File: src/rtl/pll_ctrl_defs.svh
// What this block does
// - reference ratio 14-bit binary, 5 to 16383
// - main ratio 11-bit binary, 5 to 2047
// - swallow count 7-bit binary, 0 to 127
// - two test bits choose monitor clock
// - modulus bit picks prescaler ratio pair
// - polarity bit sets comparator drive levels
// - pin select: monitor clocks high, lock low
// - shift one bit per serial clock rise
// - correction pulses near zero error, no dead zone
// - error at upper window drops lock
// - three small-error cycles raise lock
// - sleep pin low sleeps section, high wakes
// - loading continues during sleep
// - sleeping section looks locked, comparator floats
// - sleep stops counters; oscillator off when both
// - wake-up limits first phase detector error
// - strobe high copies shift register to latch
// - two select bits choose destination latch
// - divide by modulus times main plus swallow
`ifndef PLL_CTRL_DEFS_SVH
`define PLL_CTRL_DEFS_SVH

// ----------------------------------------------------------------------
// serial word layout
// ----------------------------------------------------------------------
`define SHIFT_W        21
`define SEL_B_BIT      0
`define SEL_A_BIT      1
`define REF_LSB        2
`define REF_MSB        15
`define POL_BIT        16
`define PINSEL_BIT     17
`define MON_A_BIT      18
`define MON_B_BIT      19
`define SWAL_LSB       2
`define SWAL_MSB       8
`define MAIN_LSB       9
`define MAIN_MSB       19
`define MOD_BIT        20

// ----------------------------------------------------------------------
// reset values and limits
// ----------------------------------------------------------------------
`define REF_RESET      14'h0005
`define MAIN_RESET     11'h005
`define SWAL_RESET     7'h00
`define REF_ONE        14'h0001
`define MAIN_ONE       11'h001
`define SWAL_ZERO      7'h00

// ----------------------------------------------------------------------
// timing, in oscillator periods (core_clk is the oscillator)
// ----------------------------------------------------------------------
`define CLK_PERIOD_NS  4
`define LOCK_UP_OSC    4
`define LOCK_LO_OSC    2
`define LOCK_UP_CYC    (`LOCK_UP_OSC)
`define LOCK_LO_CYC    (`LOCK_LO_OSC)
`define LOCK_GOOD_N    3
`define OVERLAP_CYC    1
`define SYNC_W         7

`endif

File: src/rtl/pll_ctrl_pkg.sv
package pll_ctrl_pkg;

	typedef struct packed {
		logic [13:0] ref_ratio;
		logic        polarity;
		logic        pin_select;
		logic        mon_a;
		logic        mon_b;
	} ref_cfg_s;

	typedef struct packed {
		logic [10:0] main_ratio;
		logic [6:0]  swallow;
		logic        modulus_select;
	} div_cfg_s;

	typedef enum logic [2:0] {
		ST_SLEEP = 3'b001,
		ST_WAKE  = 3'b010,
		ST_RUN   = 3'b100
	} section_state_e;

endpackage : pll_ctrl_pkg

File: src/rtl/pll_serial_loader.sv
`timescale 1ns/1ns
`include "pll_ctrl_defs.svh"
module pll_serial_loader (
	// clock and reset
	input  wire logic                  core_clk,
	input  wire logic                  reset,
	// synchronised serial link
	input  wire logic                  ser_rise,
	input  wire logic                  ser_data,
	input  wire logic                  load_level,
	// latches: index 0 low band, 1 high band
	output pll_ctrl_pkg::ref_cfg_s     ref_cfg [2],
	output pll_ctrl_pkg::div_cfg_s     div_cfg [2]
);
	logic [`SHIFT_W-1:0] shreg;
	wire                 sel_a = shreg[`SEL_A_BIT];
	wire                 sel_b = shreg[`SEL_B_BIT];
	wire                 hit_ref = load_level & ~sel_b;
	wire                 hit_div = load_level & sel_b;
	wire                 band = sel_a;
	pll_ctrl_pkg::ref_cfg_s word_ref;
	pll_ctrl_pkg::div_cfg_s word_div;

	assign word_ref = '{ref_ratio:  shreg[`REF_MSB:`REF_LSB],
	                    polarity:   shreg[`POL_BIT],
	                    pin_select: shreg[`PINSEL_BIT],
	                    mon_a:      shreg[`MON_A_BIT],
	                    mon_b:      shreg[`MON_B_BIT]};
	assign word_div = '{main_ratio:     shreg[`MAIN_MSB:`MAIN_LSB],
	                    swallow:        shreg[`SWAL_MSB:`SWAL_LSB],
	                    modulus_select: shreg[`MOD_BIT]};

	// shifting ignores sleep state
	always_ff @(posedge core_clk) begin
		if (reset)
			shreg <= '0;
		else if (ser_rise)
			shreg <= {shreg[`SHIFT_W-2:0], ser_data};
	end

	for (genvar i = 0; i < 2; i++) begin : g_latch
		always_ff @(posedge core_clk) begin
			if (reset) begin
				ref_cfg[i] <= '{`REF_RESET, 1'b1, 1'b0, 1'b0, 1'b0};
				div_cfg[i] <= '{`MAIN_RESET, `SWAL_RESET, 1'b1};
			end else begin
				if (hit_ref && band == 1'(i))
					ref_cfg[i] <= word_ref;
				if (hit_div && band == 1'(i))
					div_cfg[i] <= word_div;
			end
		end
	end

	property p_shift;
		@(posedge core_clk) disable iff (reset)
		ser_rise |=> shreg == {$past(shreg[`SHIFT_W-2:0]), $past(ser_data)};
	endproperty
	a_shift: assert property (p_shift)
		else $error("shift register did not take serial bit");

	property p_load_ref_low;
		@(posedge core_clk) disable iff (reset)
		load_level && !sel_a && !sel_b |=> ref_cfg[0] == $past(word_ref);
	endproperty
	a_load_ref_low: assert property (p_load_ref_low)
		else $error("low band reference latch not loaded");

	property p_load_div_high;
		@(posedge core_clk) disable iff (reset)
		load_level && sel_a && sel_b |=> div_cfg[1] == $past(word_div);
	endproperty
	a_load_div_high: assert property (p_load_div_high)
		else $error("high band divider latch not loaded");

	property p_no_load;
		@(posedge core_clk) disable iff (reset)
		!load_level |=> $stable(div_cfg[0]) && $stable(ref_cfg[1]);
	endproperty
	a_no_load: assert property (p_no_load)
		else $error("latch changed without strobe");

endmodule : pll_serial_loader

File: src/rtl/pll_lock_detect.sv
`timescale 1ns/1ns
`include "pll_ctrl_defs.svh"
module pll_lock_detect (
	// clock and reset
	input  wire logic core_clk,
	input  wire logic reset,
	// phase detector view
	input  wire logic sleep,
	input  wire logic err_active,
	input  wire logic cmp_done,
	// result
	output logic      locked
);
	logic [3:0] err_cnt;
	logic [1:0] good_cnt;
	wire        too_big = err_cnt >= 4'(`LOCK_UP_CYC);
	wire        within_low = err_cnt <= 4'(`LOCK_LO_CYC);

	always_ff @(posedge core_clk) begin
		if (reset || sleep)
			err_cnt <= '0;
		else if (cmp_done)
			err_cnt <= '0;
		else if (err_active && !too_big)
			err_cnt <= err_cnt + 4'h1;
	end

	always_ff @(posedge core_clk) begin
		if (reset || sleep) begin
			good_cnt <= '0;
			locked   <= 1'b1;
		end else if (too_big) begin
			good_cnt <= '0;
			locked   <= 1'b0;
		end else if (cmp_done) begin
			if (!within_low)
				good_cnt <= '0;
			else if (good_cnt == 2'(`LOCK_GOOD_N - 1))
				locked <= 1'b1;
			else
				good_cnt <= good_cnt + 2'h1;
		end
	end

	property p_unlock;
		@(posedge core_clk) disable iff (reset || sleep)
		too_big |=> !locked;
	endproperty
	a_unlock: assert property (p_unlock)
		else $error("lock held with large phase error");

	property p_lock_rise;
		@(posedge core_clk) disable iff (reset || sleep)
		$rose(locked) |-> $past(good_cnt) == 2'(`LOCK_GOOD_N - 1)
			&& $past(cmp_done) && $past(within_low);
	endproperty
	a_lock_rise: assert property (p_lock_rise)
		else $error("lock rose before three good cycles");

	c_relock: cover property (@(posedge core_clk) disable iff (reset)
		!locked ##1 locked);

endmodule : pll_lock_detect

File: src/rtl/dual_pll_divider_control.sv
`timescale 1ns/1ns
`include "pll_ctrl_defs.svh"
module dual_pll_divider_control (
	// clock and reset
	input  wire logic       core_clk,
	input  wire logic       reset,
	// serial programming pins
	input  wire logic       ser_clock,
	input  wire logic       ser_data,
	input  wire logic       load_strobe,
	// sleep pins, active low
	input  wire logic       low_band_sleep_n,
	input  wire logic       high_band_sleep_n,
	// prescaler outputs, index 0 low band, 1 high band
	input  wire logic [1:0] prescaler_out,
	// prescaler control
	output logic      [1:0] modulus_ctrl,
	output logic      [1:0] modulus_select,
	// comparator pins, four signals each
	output logic      [1:0] cmp_out,
	output logic      [1:0] cmp_oe,
	output logic      [1:0] pump_up,
	output logic      [1:0] pump_down,
	// shared lock or monitor pin
	output logic            lock_or_monitor_pin,
	output logic            lock_indicator,
	// oscillator input buffer enable
	output logic            osc_buffer_on
);
	// ------------------------------------------------------------------
	// pin synchronisers
	// ------------------------------------------------------------------
	logic [`SYNC_W-1:0] sync_a;
	logic [`SYNC_W-1:0] sync_b;
	logic               ser_clk_d;
	logic [1:0]         presc_d;
	wire  [`SYNC_W-1:0] pins = {prescaler_out, high_band_sleep_n,
	                            low_band_sleep_n, load_strobe, ser_data,
	                            ser_clock};

	always_ff @(posedge core_clk) begin
		if (reset) begin
			sync_a <= '0;
			sync_b <= '0;
		end else begin
			sync_a <= pins;
			sync_b <= sync_a;
		end
	end

	always_ff @(posedge core_clk) begin
		if (reset) begin
			ser_clk_d <= 1'b0;
			presc_d   <= '0;
		end else begin
			ser_clk_d <= sync_b[0];
			presc_d   <= sync_b[6:5];
		end
	end

	wire       ser_rise = sync_b[0] & ~ser_clk_d;
	wire       data_s = sync_b[1];
	wire       load_s = sync_b[2];
	wire [1:0] sleep = ~sync_b[4:3];
	wire [1:0] presc_rise = sync_b[6:5] & ~presc_d;

	// ------------------------------------------------------------------
	// serial loader
	// ------------------------------------------------------------------
	pll_ctrl_pkg::ref_cfg_s ref_cfg [2];
	pll_ctrl_pkg::div_cfg_s div_cfg [2];

	pll_serial_loader u_loader (
		.core_clk   (core_clk),
		.reset      (reset),
		.ser_rise   (ser_rise),
		.ser_data   (data_s),
		.load_level (load_s),
		.ref_cfg    (ref_cfg),
		.div_cfg    (div_cfg)
	);

	// ------------------------------------------------------------------
	// helpers
	// ------------------------------------------------------------------
	function automatic logic [13:0] ref_step(input logic [13:0] cnt,
	                                         input logic [13:0] ratio);
		ref_step = (cnt <= `REF_ONE) ? ratio : cnt - `REF_ONE;
	endfunction : ref_step

	function automatic logic [10:0] main_step(input logic [10:0] cnt,
	                                          input logic [10:0] ratio);
		main_step = (cnt <= `MAIN_ONE) ? ratio : cnt - `MAIN_ONE;
	endfunction : main_step

	// ------------------------------------------------------------------
	// per section dividers and phase detector
	// ------------------------------------------------------------------
	logic [1:0] ref_clk_div;
	logic [1:0] fb_clk_div;
	logic [1:0] locked;

	for (genvar i = 0; i < 2; i++) begin : g_sec
		pll_ctrl_pkg::section_state_e state;
		pll_ctrl_pkg::section_state_e next_state;
		logic [13:0] ref_cnt;
		logic [10:0] main_cnt;
		logic [6:0]  swal_cnt;
		logic        ref_pulse;
		logic        fb_pulse;
		logic        up;
		logic        dn;
		logic        ovl;
		wire         run = state == pll_ctrl_pkg::ST_RUN;
		wire         awake = state != pll_ctrl_pkg::ST_SLEEP;
		wire         ref_tc = ref_cnt <= `REF_ONE;
		wire         main_tc = presc_rise[i] && main_cnt <= `MAIN_ONE;
		wire         both = up & dn;
		wire         cmp_done = both && ovl;
		wire         realign = state == pll_ctrl_pkg::ST_WAKE && ref_tc;

		always_comb begin
			next_state = state;
			unique case (state)
				pll_ctrl_pkg::ST_SLEEP:
					if (!sleep[i])
						next_state = pll_ctrl_pkg::ST_WAKE;
				pll_ctrl_pkg::ST_WAKE:
					if (sleep[i])
						next_state = pll_ctrl_pkg::ST_SLEEP;
					else if (ref_tc)
						next_state = pll_ctrl_pkg::ST_RUN;
				pll_ctrl_pkg::ST_RUN:
					if (sleep[i])
						next_state = pll_ctrl_pkg::ST_SLEEP;
			endcase
		end

		always_ff @(posedge core_clk) begin
			if (reset)
				state <= pll_ctrl_pkg::ST_SLEEP;
			else
				state <= next_state;
		end

		// reference divider, counts oscillator periods
		always_ff @(posedge core_clk) begin
			if (reset || !awake) begin
				ref_cnt   <= ref_cfg[i].ref_ratio;
				ref_pulse <= 1'b0;
			end else begin
				ref_cnt   <= ref_step(ref_cnt, ref_cfg[i].ref_ratio);
				ref_pulse <= ref_tc && run;
			end
		end

		// pulse swallow feedback divider
		always_ff @(posedge core_clk) begin
			if (reset || !awake || realign) begin
				main_cnt <= div_cfg[i].main_ratio;
				swal_cnt <= div_cfg[i].swallow;
				fb_pulse <= 1'b0;
			end else begin
				fb_pulse <= main_tc && run;
				if (presc_rise[i]) begin
					main_cnt <= main_step(main_cnt,
						div_cfg[i].main_ratio);
					if (main_tc)
						swal_cnt <= div_cfg[i].swallow;
					else if (swal_cnt != `SWAL_ZERO)
						swal_cnt <= swal_cnt - 7'h01;
				end
			end
		end

		// swallowing phase selects the larger modulus
		always_ff @(posedge core_clk) begin
			if (reset)
				modulus_ctrl[i] <= 1'b0;
			else
				modulus_ctrl[i] <= awake && swal_cnt != `SWAL_ZERO;
		end

		// phase frequency detector with forced overlap pulse
		always_ff @(posedge core_clk) begin
			if (reset || !run) begin
				up  <= 1'b0;
				dn  <= 1'b0;
				ovl <= 1'b0;
			end else if (cmp_done) begin
				up  <= ref_pulse;
				dn  <= fb_pulse;
				ovl <= 1'b0;
			end else begin
				up  <= up | ref_pulse;
				dn  <= dn | fb_pulse;
				ovl <= both;
			end
		end

		// monitor clocks toggle on each compare pulse
		always_ff @(posedge core_clk) begin
			if (reset) begin
				ref_clk_div[i] <= 1'b0;
				fb_clk_div[i]  <= 1'b0;
			end else begin
				ref_clk_div[i] <= ref_clk_div[i] ^ ref_pulse;
				fb_clk_div[i]  <= fb_clk_div[i] ^ fb_pulse;
			end
		end

		assign pump_up[i]        = up;
		assign pump_down[i]      = dn;
		assign cmp_oe[i]         = up ^ dn;
		assign cmp_out[i]        = ref_cfg[i].polarity ? up : dn;
		assign modulus_select[i] = div_cfg[i].modulus_select;

		pll_lock_detect u_lock (
			.core_clk   (core_clk),
			.reset      (reset),
			.sleep      (!run),
			.err_active (up ^ dn),
			.cmp_done   (cmp_done),
			.locked     (locked[i])
		);

		property p_sleep_quiet;
			@(posedge core_clk) disable iff (reset)
			state == pll_ctrl_pkg::ST_SLEEP |=> !cmp_oe[i] && locked[i];
		endproperty
		a_sleep_quiet: assert property (p_sleep_quiet)
			else $error("sleeping section drives comparator");

		property p_sleep_stop;
			@(posedge core_clk) disable iff (reset)
			state == pll_ctrl_pkg::ST_SLEEP && $past(state) ==
				pll_ctrl_pkg::ST_SLEEP |-> !ref_pulse && !fb_pulse;
		endproperty
		a_sleep_stop: assert property (p_sleep_stop)
			else $error("counters run during sleep");

		property p_wake_quiet;
			@(posedge core_clk) disable iff (reset)
			state == pll_ctrl_pkg::ST_WAKE |-> !up && !dn;
		endproperty
		a_wake_quiet: assert property (p_wake_quiet)
			else $error("phase error output during wake-up");

		property p_polarity;
			@(posedge core_clk) disable iff (reset)
			cmp_oe[i] |-> cmp_out[i] == (ref_cfg[i].polarity ~^ up);
		endproperty
		a_polarity: assert property (p_polarity)
			else $error("comparator level wrong for polarity");

		property p_overlap;
			@(posedge core_clk) disable iff (reset || !run)
			$rose(up & dn) |-> (pump_up[i] && pump_down[i])[*2];
		endproperty
		a_overlap: assert property (p_overlap)
			else $error("correction pulse overlap too short");

		property p_ref_period;
			@(posedge core_clk) disable iff (reset || !run)
			ref_pulse && ref_cfg[i].ref_ratio == `REF_RESET
				&& $stable(ref_cfg[i]) |-> ##5 ref_pulse;
		endproperty
		a_ref_period: assert property (p_ref_period)
			else $error("reference divider period wrong");

		c_lock_run: cover property (@(posedge core_clk) disable iff (reset)
			run && $rose(locked[i]));
		c_wake: cover property (@(posedge core_clk) disable iff (reset)
			state == pll_ctrl_pkg::ST_WAKE ##1 run);
	end

	// ------------------------------------------------------------------
	// shared output pin and oscillator buffer
	// ------------------------------------------------------------------
	wire mon_a = ref_cfg[0].mon_a;
	wire mon_b = ref_cfg[0].mon_b;
	wire [3:0] mon_set = {fb_clk_div[1], fb_clk_div[0],
	                      ref_clk_div[1], ref_clk_div[0]};
	wire monitor = mon_set[{mon_b, mon_a}];
	wire both_locked = &locked;
	wire next_pin = ref_cfg[0].pin_select ? monitor : both_locked;

	always_ff @(posedge core_clk) begin
		if (reset) begin
			lock_or_monitor_pin <= 1'b1;
			lock_indicator      <= 1'b1;
			osc_buffer_on       <= 1'b0;
		end else begin
			lock_or_monitor_pin <= next_pin;
			lock_indicator      <= both_locked;
			osc_buffer_on       <= ~&sleep;
		end
	end

	property p_pin_mux;
		@(posedge core_clk) disable iff (reset)
		!ref_cfg[0].pin_select |=> lock_or_monitor_pin == $past(&locked);
	endproperty
	a_pin_mux: assert property (p_pin_mux)
		else $error("shared pin shows wrong source");

	property p_monitor_sel;
		@(posedge core_clk) disable iff (reset)
		ref_cfg[0].pin_select && mon_a && !mon_b
			|=> lock_or_monitor_pin == $past(ref_clk_div[1]);
	endproperty
	a_monitor_sel: assert property (p_monitor_sel)
		else $error("monitor select does not give high band ref");

	property p_osc_off;
		@(posedge core_clk) disable iff (reset)
		##1 !osc_buffer_on |-> $past(sleep) == 2'h3;
	endproperty
	a_osc_off: assert property (p_osc_off)
		else $error("oscillator off with a section awake");

	c_both_sleep: cover property (@(posedge core_clk) disable iff (reset)
		osc_buffer_on ##1 !osc_buffer_on);

endmodule : dual_pll_divider_control

File: config.mk
export PLATFORM = sky130hd
export DESIGN_NAME = dual_pll_divider_control
export DESIGN_NICKNAME = d
export VERILOG_FILES = /design/src/rtl/pll_ctrl_pkg.sv /design/src/rtl/pll_serial_loader.sv /design/src/rtl/pll_lock_detect.sv /design/src/rtl/dual_pll_divider_control.sv
export VERILOG_INCLUDE_DIRS = /design/src /design/src/rtl
export SDC_FILE = /design/constraint.sdc
export NUM_CORES = 1
export LEC_CHECK = 0
export BUFFER_PORTS_ARGS = -buffer_cell sky130_fd_sc_hd__buf_2
export CORE_MARGIN = 8
export CORE_UTILIZATION = 40
export DETAILED_ROUTE_END_ITERATION = 8
export PLACE_DENSITY = 0.66
export SETUP_SLACK_MARGIN = 0.15
export SLEW_MARGIN = 25
export SYNTH_ARGS = -nofsm -noshare
export SYNTH_HDL_FRONTEND = slang
export SYNTH_SLANG_ARGS = --single-unit
export TNS_END_PERCENT = 20
File: constraint.sdc
create_clock -name core_clk -period 3.5 [get_ports core_clk]
set_input_delay 0.175 -clock core_clk [delete_from_list [all_inputs] [get_ports core_clk]]
set_output_delay 0.175 -clock core_clk [all_outputs]
set_load 0.005 [all_outputs]
==> flow_summary.ini, run 1 <==
[status]
status = complete, no violations

[sta]
hold_violations = 0
min_period_over_period_pct = 69.2
whs_ns = 0.0838
max_freq_mhz = 413
period_needed_ns = 2.42
max_slew_margin_pct = 39.1
tns_ns = 0
tightest_slew_ns = 0.913
rsz0062_at_grt = false
finalMaxSlewViolations = 0
finalSetupViolations = 0
fin_skew_ns = 0.0136

[setup_path]
path_delay_family = simple AND/OR/NAND/NOR gates
crit_required_ns = 3.75
cp_cell_sequence = nor4_1 > nand2_1 > or3_1 > o21ai_4 > mux2_4
cp_data_arrival_time_ns = 2.67
critPathMaxFanout = 7
end_kind = flip-flop
slowest_stage = or3_1
critPathBufInv = 0
rr_startpoint = g_sec[0].main_cnt[7]
worst_path_largest_cell_delay_ns = 0.50
critical_path_class = reg2reg
timing.critical_path.from = g_sec[0].main_cnt[7]
start_kind = flip-flop

[clocking]
cts_max_path_buffers = 3
postCtsSetupBuffers = 0
clk_latency_ns = 0.50
ctsResizeCount = 0
postCtsHoldBufs = 7
cts.clk_slew.worst_paths_ns = 0.06
htreeDepth = 1
clock-root-buffer = clkbuf_16
cts_sinks = 212
cts_inserted_buffers = 23
cts_tree = done

[logic_synthesis]
synthSimpleGateAreaFrac_pct = 23.2
syn-num-nets = 1016
synth_seq_area_share_pct = 51.8
yosysWarnings = 0
syn_area_per_cell_um2 = 9.00
synthArstFlopShare_pct = 0
synth_top_family_by_area = simple AND/OR/NAND/NOR gates
syn-cell-area_um2 = 8900
synth_fa_ha_area_share_pct = 2.53
synth-seq-cells = 212
synth_enable_flop_cells = 36
synth_compound_area_share_pct = 10.7
syn_inst = 989
ys.flop_type = dfxtp_1
ys_types = 56
synth-xor-area-share_pct = 5.32
muxShareOfSynthArea_pct = 2.90

[global_routing]
grt_pass1_vias = 6104
track_usage_pct = 13.3
grt-ovfl-total = 0
grt_pass1_wl_mm = 30.1
grt_max_degree = 92
antenna_found_initial = 0

[die]
core_um2 = 21800
dieWidth_um = 165
io_pins = 24
rows = 54
start_util_pct = 40.8
die_height_um = 165
fp.dieArea_um2 = 27300

[layout]
num-fill-cells = 2094
final_cell_mix = nand2_1, dfxtp_1, a21oi_1
fin_area_um2 = 10000
drive_above_1_share_pct = 10.0
final_cell_count_no_fill = 1297
syn2layout_area_growth_pct = 12.3
antenna_cells = 0
nNetsFinal = 1028
layout_commonest_cell = nand2_1

[job]
drv_cap = 0

[power_and_ir_drop]
total_power_uw = 5680
p_leak_uw = 0.00361
p_per_area_nw_per_um2 = 568
vdd_drop_max_v = 0.000280

[worst_hold_path]
min-delay-start = reset
min_path_type = in2reg

[drt]
wl_per_cell_um = 14.0
viasPerCell = 4.99
first_pass_iters = 5
ant_nets = 0
drc_errors = 0
wl_mm = 18.2
drt_iter0_drc = 536
vias = 6469

[place]
finalWeightedCongestion = 0.782
hpwl_mm = 12.2
dp.cells = 1249
placed_cell_area_um2 = 9180
port_buffers = 23
[routing by layer]
layer / global-route usage (%) / part of all wire [%] / vias to the layer above
met3: 2.03 / 4.3 / 27
li1: - / - / 3355
met1: 17.9 / 48 / 2998
met5: 0 / 0 / -
met2: 21.9 / 46 / 89
met4: 3.19 / 1.6 / 0
[layout make-up]
cell class / instances / area (um2) / share of cell area [%]
Sequential cell: 212 / 4600 / 46.1
Multi-Input combinational cell: 707 / 4000 / 40.0
Clock buffer: 31 / 646 / 6.46
Tap cell: 280 / 350 / 3.50
Timing Repair Buffer: 35 / 225 / 2.25
Clock inverter: 10 / 90.1 / 0.901
Inverter: 22 / 82.6 / 0.826
[cell usage after synthesis (3+ instances only)]
cell type	count	area [um2]
a211oi_1	3	22.5
a21oi_1	118	591
a31oi_1	9	56.3
and3_1	5	31.3
buf_1	3	11.3
buf_4	8	60.1
clkbuf_1	35	131
dfxtp_1	176	3520
edfxtp_1	36	1080
ha_1	18	225
inv_1	22	82.6
mux2_2	10	113
mux2_4	6	90.1
nand2_1	238	893
nand2b_1	8	50.1
nand3_1	14	70.1
nand3b_1	16	120
nand4_1	3	18.8
nor2_1	79	297
nor2b_1	19	119
nor3_1	15	75.1
nor3b_1	4	30.0
nor4_1	14	87.6
nor4_4	4	85.1
o21ai_0	27	135
o21bai_1	4	30.0
or2_2	3	18.8
or3_1	5	31.3
xnor2_1	29	254
xor2_1	25	219
[registers in the layout, indices dropped and copies added (netlist names), 4 cells and up]
name / count
u_loader.shreg: 21
g_sec.main_cnt: 22
g_sec.state: 6
u_loader.div_cfg: 38
g_sec.u_lock.err_cnt: 8
g_sec.u_lock.good_cnt: 4
u_loader.ref_cfg: 33
sync_b: 7
sync_a: 7
g_sec.swal_cnt: 14
g_sec.ref_cnt: 28
[power by group]
part           internal, uW  switching [uW]
Combinational           256             326
Clock                  1370             963
Sequential             2640             122
Total                  4270            1410
[metrics by stage]
| stage | worst slack [ns] | utilization (%) |
|---|---|---|
| 4_1_cts | 1.06 | 45.8 |
| 2_1_floorplan | 1.25 | - |
| 6_report | 1.08 | 45.8 |
| 3_3_place_gp | 1.13 | 42.1 |
| 3_5_place_dp | 1.08 | 42.1 |
| 5_1_grt | 0.775 | 45.8 |
[worst register-to-register path: stages (launching register included)]
cell and delay (ns):
edfxtp_1 0.44, nor4_1 0.42, nand2_1 0.12, or3_1 0.50, o21ai_4 0.37, mux2_4 0.33
[cell families (layout without fill, tap and decap cells)]
logic type	after synthesis	after routing
simple gates	442	442
flops	212	212
compound gates	173	173
buf+inv	70	98
xor+xnor	54	54
mux	20	20
fa+ha+maj	18	18
[path summary, 6_finish.rpt]
kind / slack, ns / cells after the start / end
min reg2reg: 0.43 / 1 / sync_b[0]
min: 0.08 / 2 / mon_set[0]
max reg2reg: 1.08 / 5 / g_sec[0].swal_cnt[3]
max: 1.08 / 5 / g_sec[0].swal_cnt[3]
(Power assumes the default switching activity.)
==> run 2, diff against run 1 <==
--- a/config.mk
+++ b/config.mk
@@ -6,6 +6,7 @@
 export SDC_FILE = /design/constraint.sdc
 export NUM_CORES = 1
 export LEC_CHECK = 0
+export ABC_AREA = 1
 export BUFFER_PORTS_ARGS = -buffer_cell sky130_fd_sc_hd__buf_2
 export CORE_MARGIN = 8
 export CORE_UTILIZATION = 40
==> constraint.sdc (replaced) <==
create_clock -name core_clk -period 2.5 [get_ports core_clk]
set_input_delay 0.125 -clock core_clk [delete_from_list [all_inputs] [get_ports core_clk]]
set_output_delay 0.125 -clock core_clk [all_outputs]
set_load 0.005 [all_outputs]
==> flow_summary.ini, run 2 <==
[layout]
drive_above_1_share_pct = 7.70
num-fill-cells = 2388
regMostFlops = u_loader.div_cfg
layout_commonest_cell = nand2_1
syn2layout_area_growth_pct = 11.6
nNetsFinal = 1362
top_regs = u_loader.div_cfg (38), u_loader.ref_cfg (33), g_sec.ref_cnt (28)
largest_register_ffs = 38
antenna_cells = 0
final_cell_mix = nand2_1, nor2_1, dfxtp_1
final_cell_count_no_fill = 1675

[power_and_ir_drop]
pwr-share-clk_pct = 31.5
switching_power_uw = 3370
p_per_area_nw_per_um2 = 949
p_leak_uw = 0.00503
vdd_drop_max_v = 0.000642
p_comb_share_pct = 25.6
p_int_uw = 6880
swShare_pct = 32.9
seq_power_share_pct = 43.0

[drt]
vias = 7853
drc_errors = 0
drt_iter0_drc = 564
first_pass_iters = 5
viasPerCell = 4.69
ant_nets = 0
wl_mm = 21.2
wl_per_cell_um = 12.6

[logic_synthesis]
synth_top_area_share_pct = 36.4
synth_seq_area_share_pct = 47.5
yosysWarnings = 0
synth_enable_flop_cells = 36
syn-cell-area_um2 = 9690
synthSimpleGateAreaFrac_pct = 29.8
netlist_top_cells_area = dfxtp_1, nand2_1, edfxtp_1
synth-seq-cells = 212
synthArstFlopShare_pct = 0
synth-xor-area-share_pct = 3.07
muxShareOfSynthArea_pct = 0
ys.flop_type = dfxtp_1
yosysTopAreaCell = dfxtp_1
ys_types = 35
syn-num-nets = 1346
synth.most_common_cell = nand2_1
ys_top_cells_by_count = nand2_1, nor2_1, dfxtp_1
syn_area_per_cell_um2 = 7.34
synth_top_family_by_area = simple AND/OR/NAND/NOR gates
synth_fa_ha_area_share_pct = 2.33
synth_compound_area_share_pct = 8.94
syn_inst = 1319

[global_routing]
grt_max_degree = 81
grt_pass1_vias = 7372
grt-ovfl-total = 0
antenna_found_initial = 0
grt_pass1_wl_mm = 35.7
track_usage_pct = 14.7

[die]
start_util_pct = 40.3
fp.dieArea_um2 = 29400
die_height_um = 172
io_pins = 24
core_um2 = 24000
rows = 57
dieWidth_um = 172

[setup_path]
crit_required_ns = 2.67
end_kind = flip-flop
critical_path_class = reg2reg
cp_data_arrival_time_ns = 2.27
start_kind = flip-flop
critPathMaxFanout = 25

[sta]
tns_ns = 0
max_freq_mhz = 478
tightest_slew_ns = 0.695
rsz0062_at_grt = true
finalSetupViolations = 0
min_period_over_period_pct = 83.6
hold_violations = 0
max_slew_margin_pct = 53.6
finalMaxSlewViolations = 0
period_needed_ns = 2.09
fin_skew_ns = 0.00925

[place]
finalWeightedCongestion = 0.871
dp.cells = 1627
hpwl_mm = 15.0
port_buffers = 23

[clocking]
cts_tree = done
clock-root-buffer = clkbuf_16
clk_latency_ns = 0.50
cts.clk_slew.worst_paths_ns = 0.06
cts_sinks = 212
cts_max_path_buffers = 3
htreeDepth = 1
cts_inserted_buffers = 22

[job]
drv_cap = 0

[worst_hold_path]
min_path_type = in2reg

[status]
status = complete, no violations
-- run 2: cell count changes after synthesis, moves of 19 or more --
cell / previous run / this run
nand2_1: 238 / 323
clkbuf_1: 35 / 13
nor2b_1: 19 / 0
a21oi_1: 118 / 37
inv_1: 22 / 129
nor2_1: 79 / 264
o21ai_0: 27 / 123
nand3_1: 14 / 62
-- run 2: repair_timing --
item                                   CTS  global route
endpoints found under the hold margin   21             0
setup endpoints to repair                0            14
resized for setup                        0             1
buffers inserted                         0             0
hold buffers                             8             0
-- run 2: power by group through the flow --
stage / Combinational (uW) / Sequential, uW / Clock [uW]
final: 2620 / 4400 / 3230
after global routing: 3060 / 4460 / 3440
after CTS: 2640 / 4400 / 3310
after detailed placement: 2610 / 4480 / 0
after global placement: 2560 / 4470 / 0
after floorplan: 2170 / 4370 / 0
-- run 2: worst paths after layout --
path | start | end | slack, ns | depth (start not counted)
max | g_sec[0].ref_cnt[0] | g_sec[0].swal_cnt[1] | 0.41 | 10
min | low_band_sleep_n | sync_a[3] | 0.37 | 4
max reg2reg | g_sec[0].ref_cnt[0] | g_sec[0].swal_cnt[1] | 0.41 | 10
min reg2reg | sync_a[2] | sync_b[2] | 0.40 | 2
-- run 2: area by class of cell --
| class | instances | area (um2) | share of cell area, % |
|---|---|---|---|
| tap | 324 | 405 | 3.75 |
| clock inverter | 8 | 42.5 | 0.394 |
| clock buffer | 32 | 692 | 6.40 |
| timing repair buffer | 42 | 278 | 2.57 |
| sequential | 212 | 4600 | 42.6 |
| inverter | 135 | 509 | 4.71 |
| multi-input combinational | 922 | 4280 | 39.6 |
-- run 2: critical path, stage by stage, from the launching register on --
cell and delay [ns]:
dfxtp_1 0.32, inv_1 0.09, ha_1 0.23, nor2_1 0.06
nor2_1 0.12, nand2_2 0.10, nand2_4 0.23, nand2_4 0.22
nand3_1 0.12, nand2_1 0.05, inv_1 0.22
-- run 2: through the flow --
step	utilization, %	setup slack (ns)	area (um2)	hold WS (ns)	total power (uW)
6_report	45.0	0.409	10800	0.371	10300
5_1_grt	45.0	0.142	10800	0.357	11000
4_1_cts	45.0	0.387	10800	0.354	10300
3_5_place_dp	41.6	0.405	9990	0.333	7080
3_3_place_gp	41.6	0.456	9990	0.330	7030
2_1_floorplan	-	0.530	9690	0.232	6540
-- run 2: cells by family after synthesis --
logic type      Yosys count
simple gates            699
flops                   212
buf+inv                 185
compound gates          171
fa+ha+maj                18
xor+xnor                 34
-- run 2: layer usage --
metal / global-route usage (%) / routed length (um) / vias to the layer above
met1: 19.4 / 10300 / 3490
met4: 3.89 / 344 / 0
met2: 24.7 / 9660 / 151
met5: 0 / 0 / -
met3: 1.93 / 909 / 24
li1: - / - / 4188
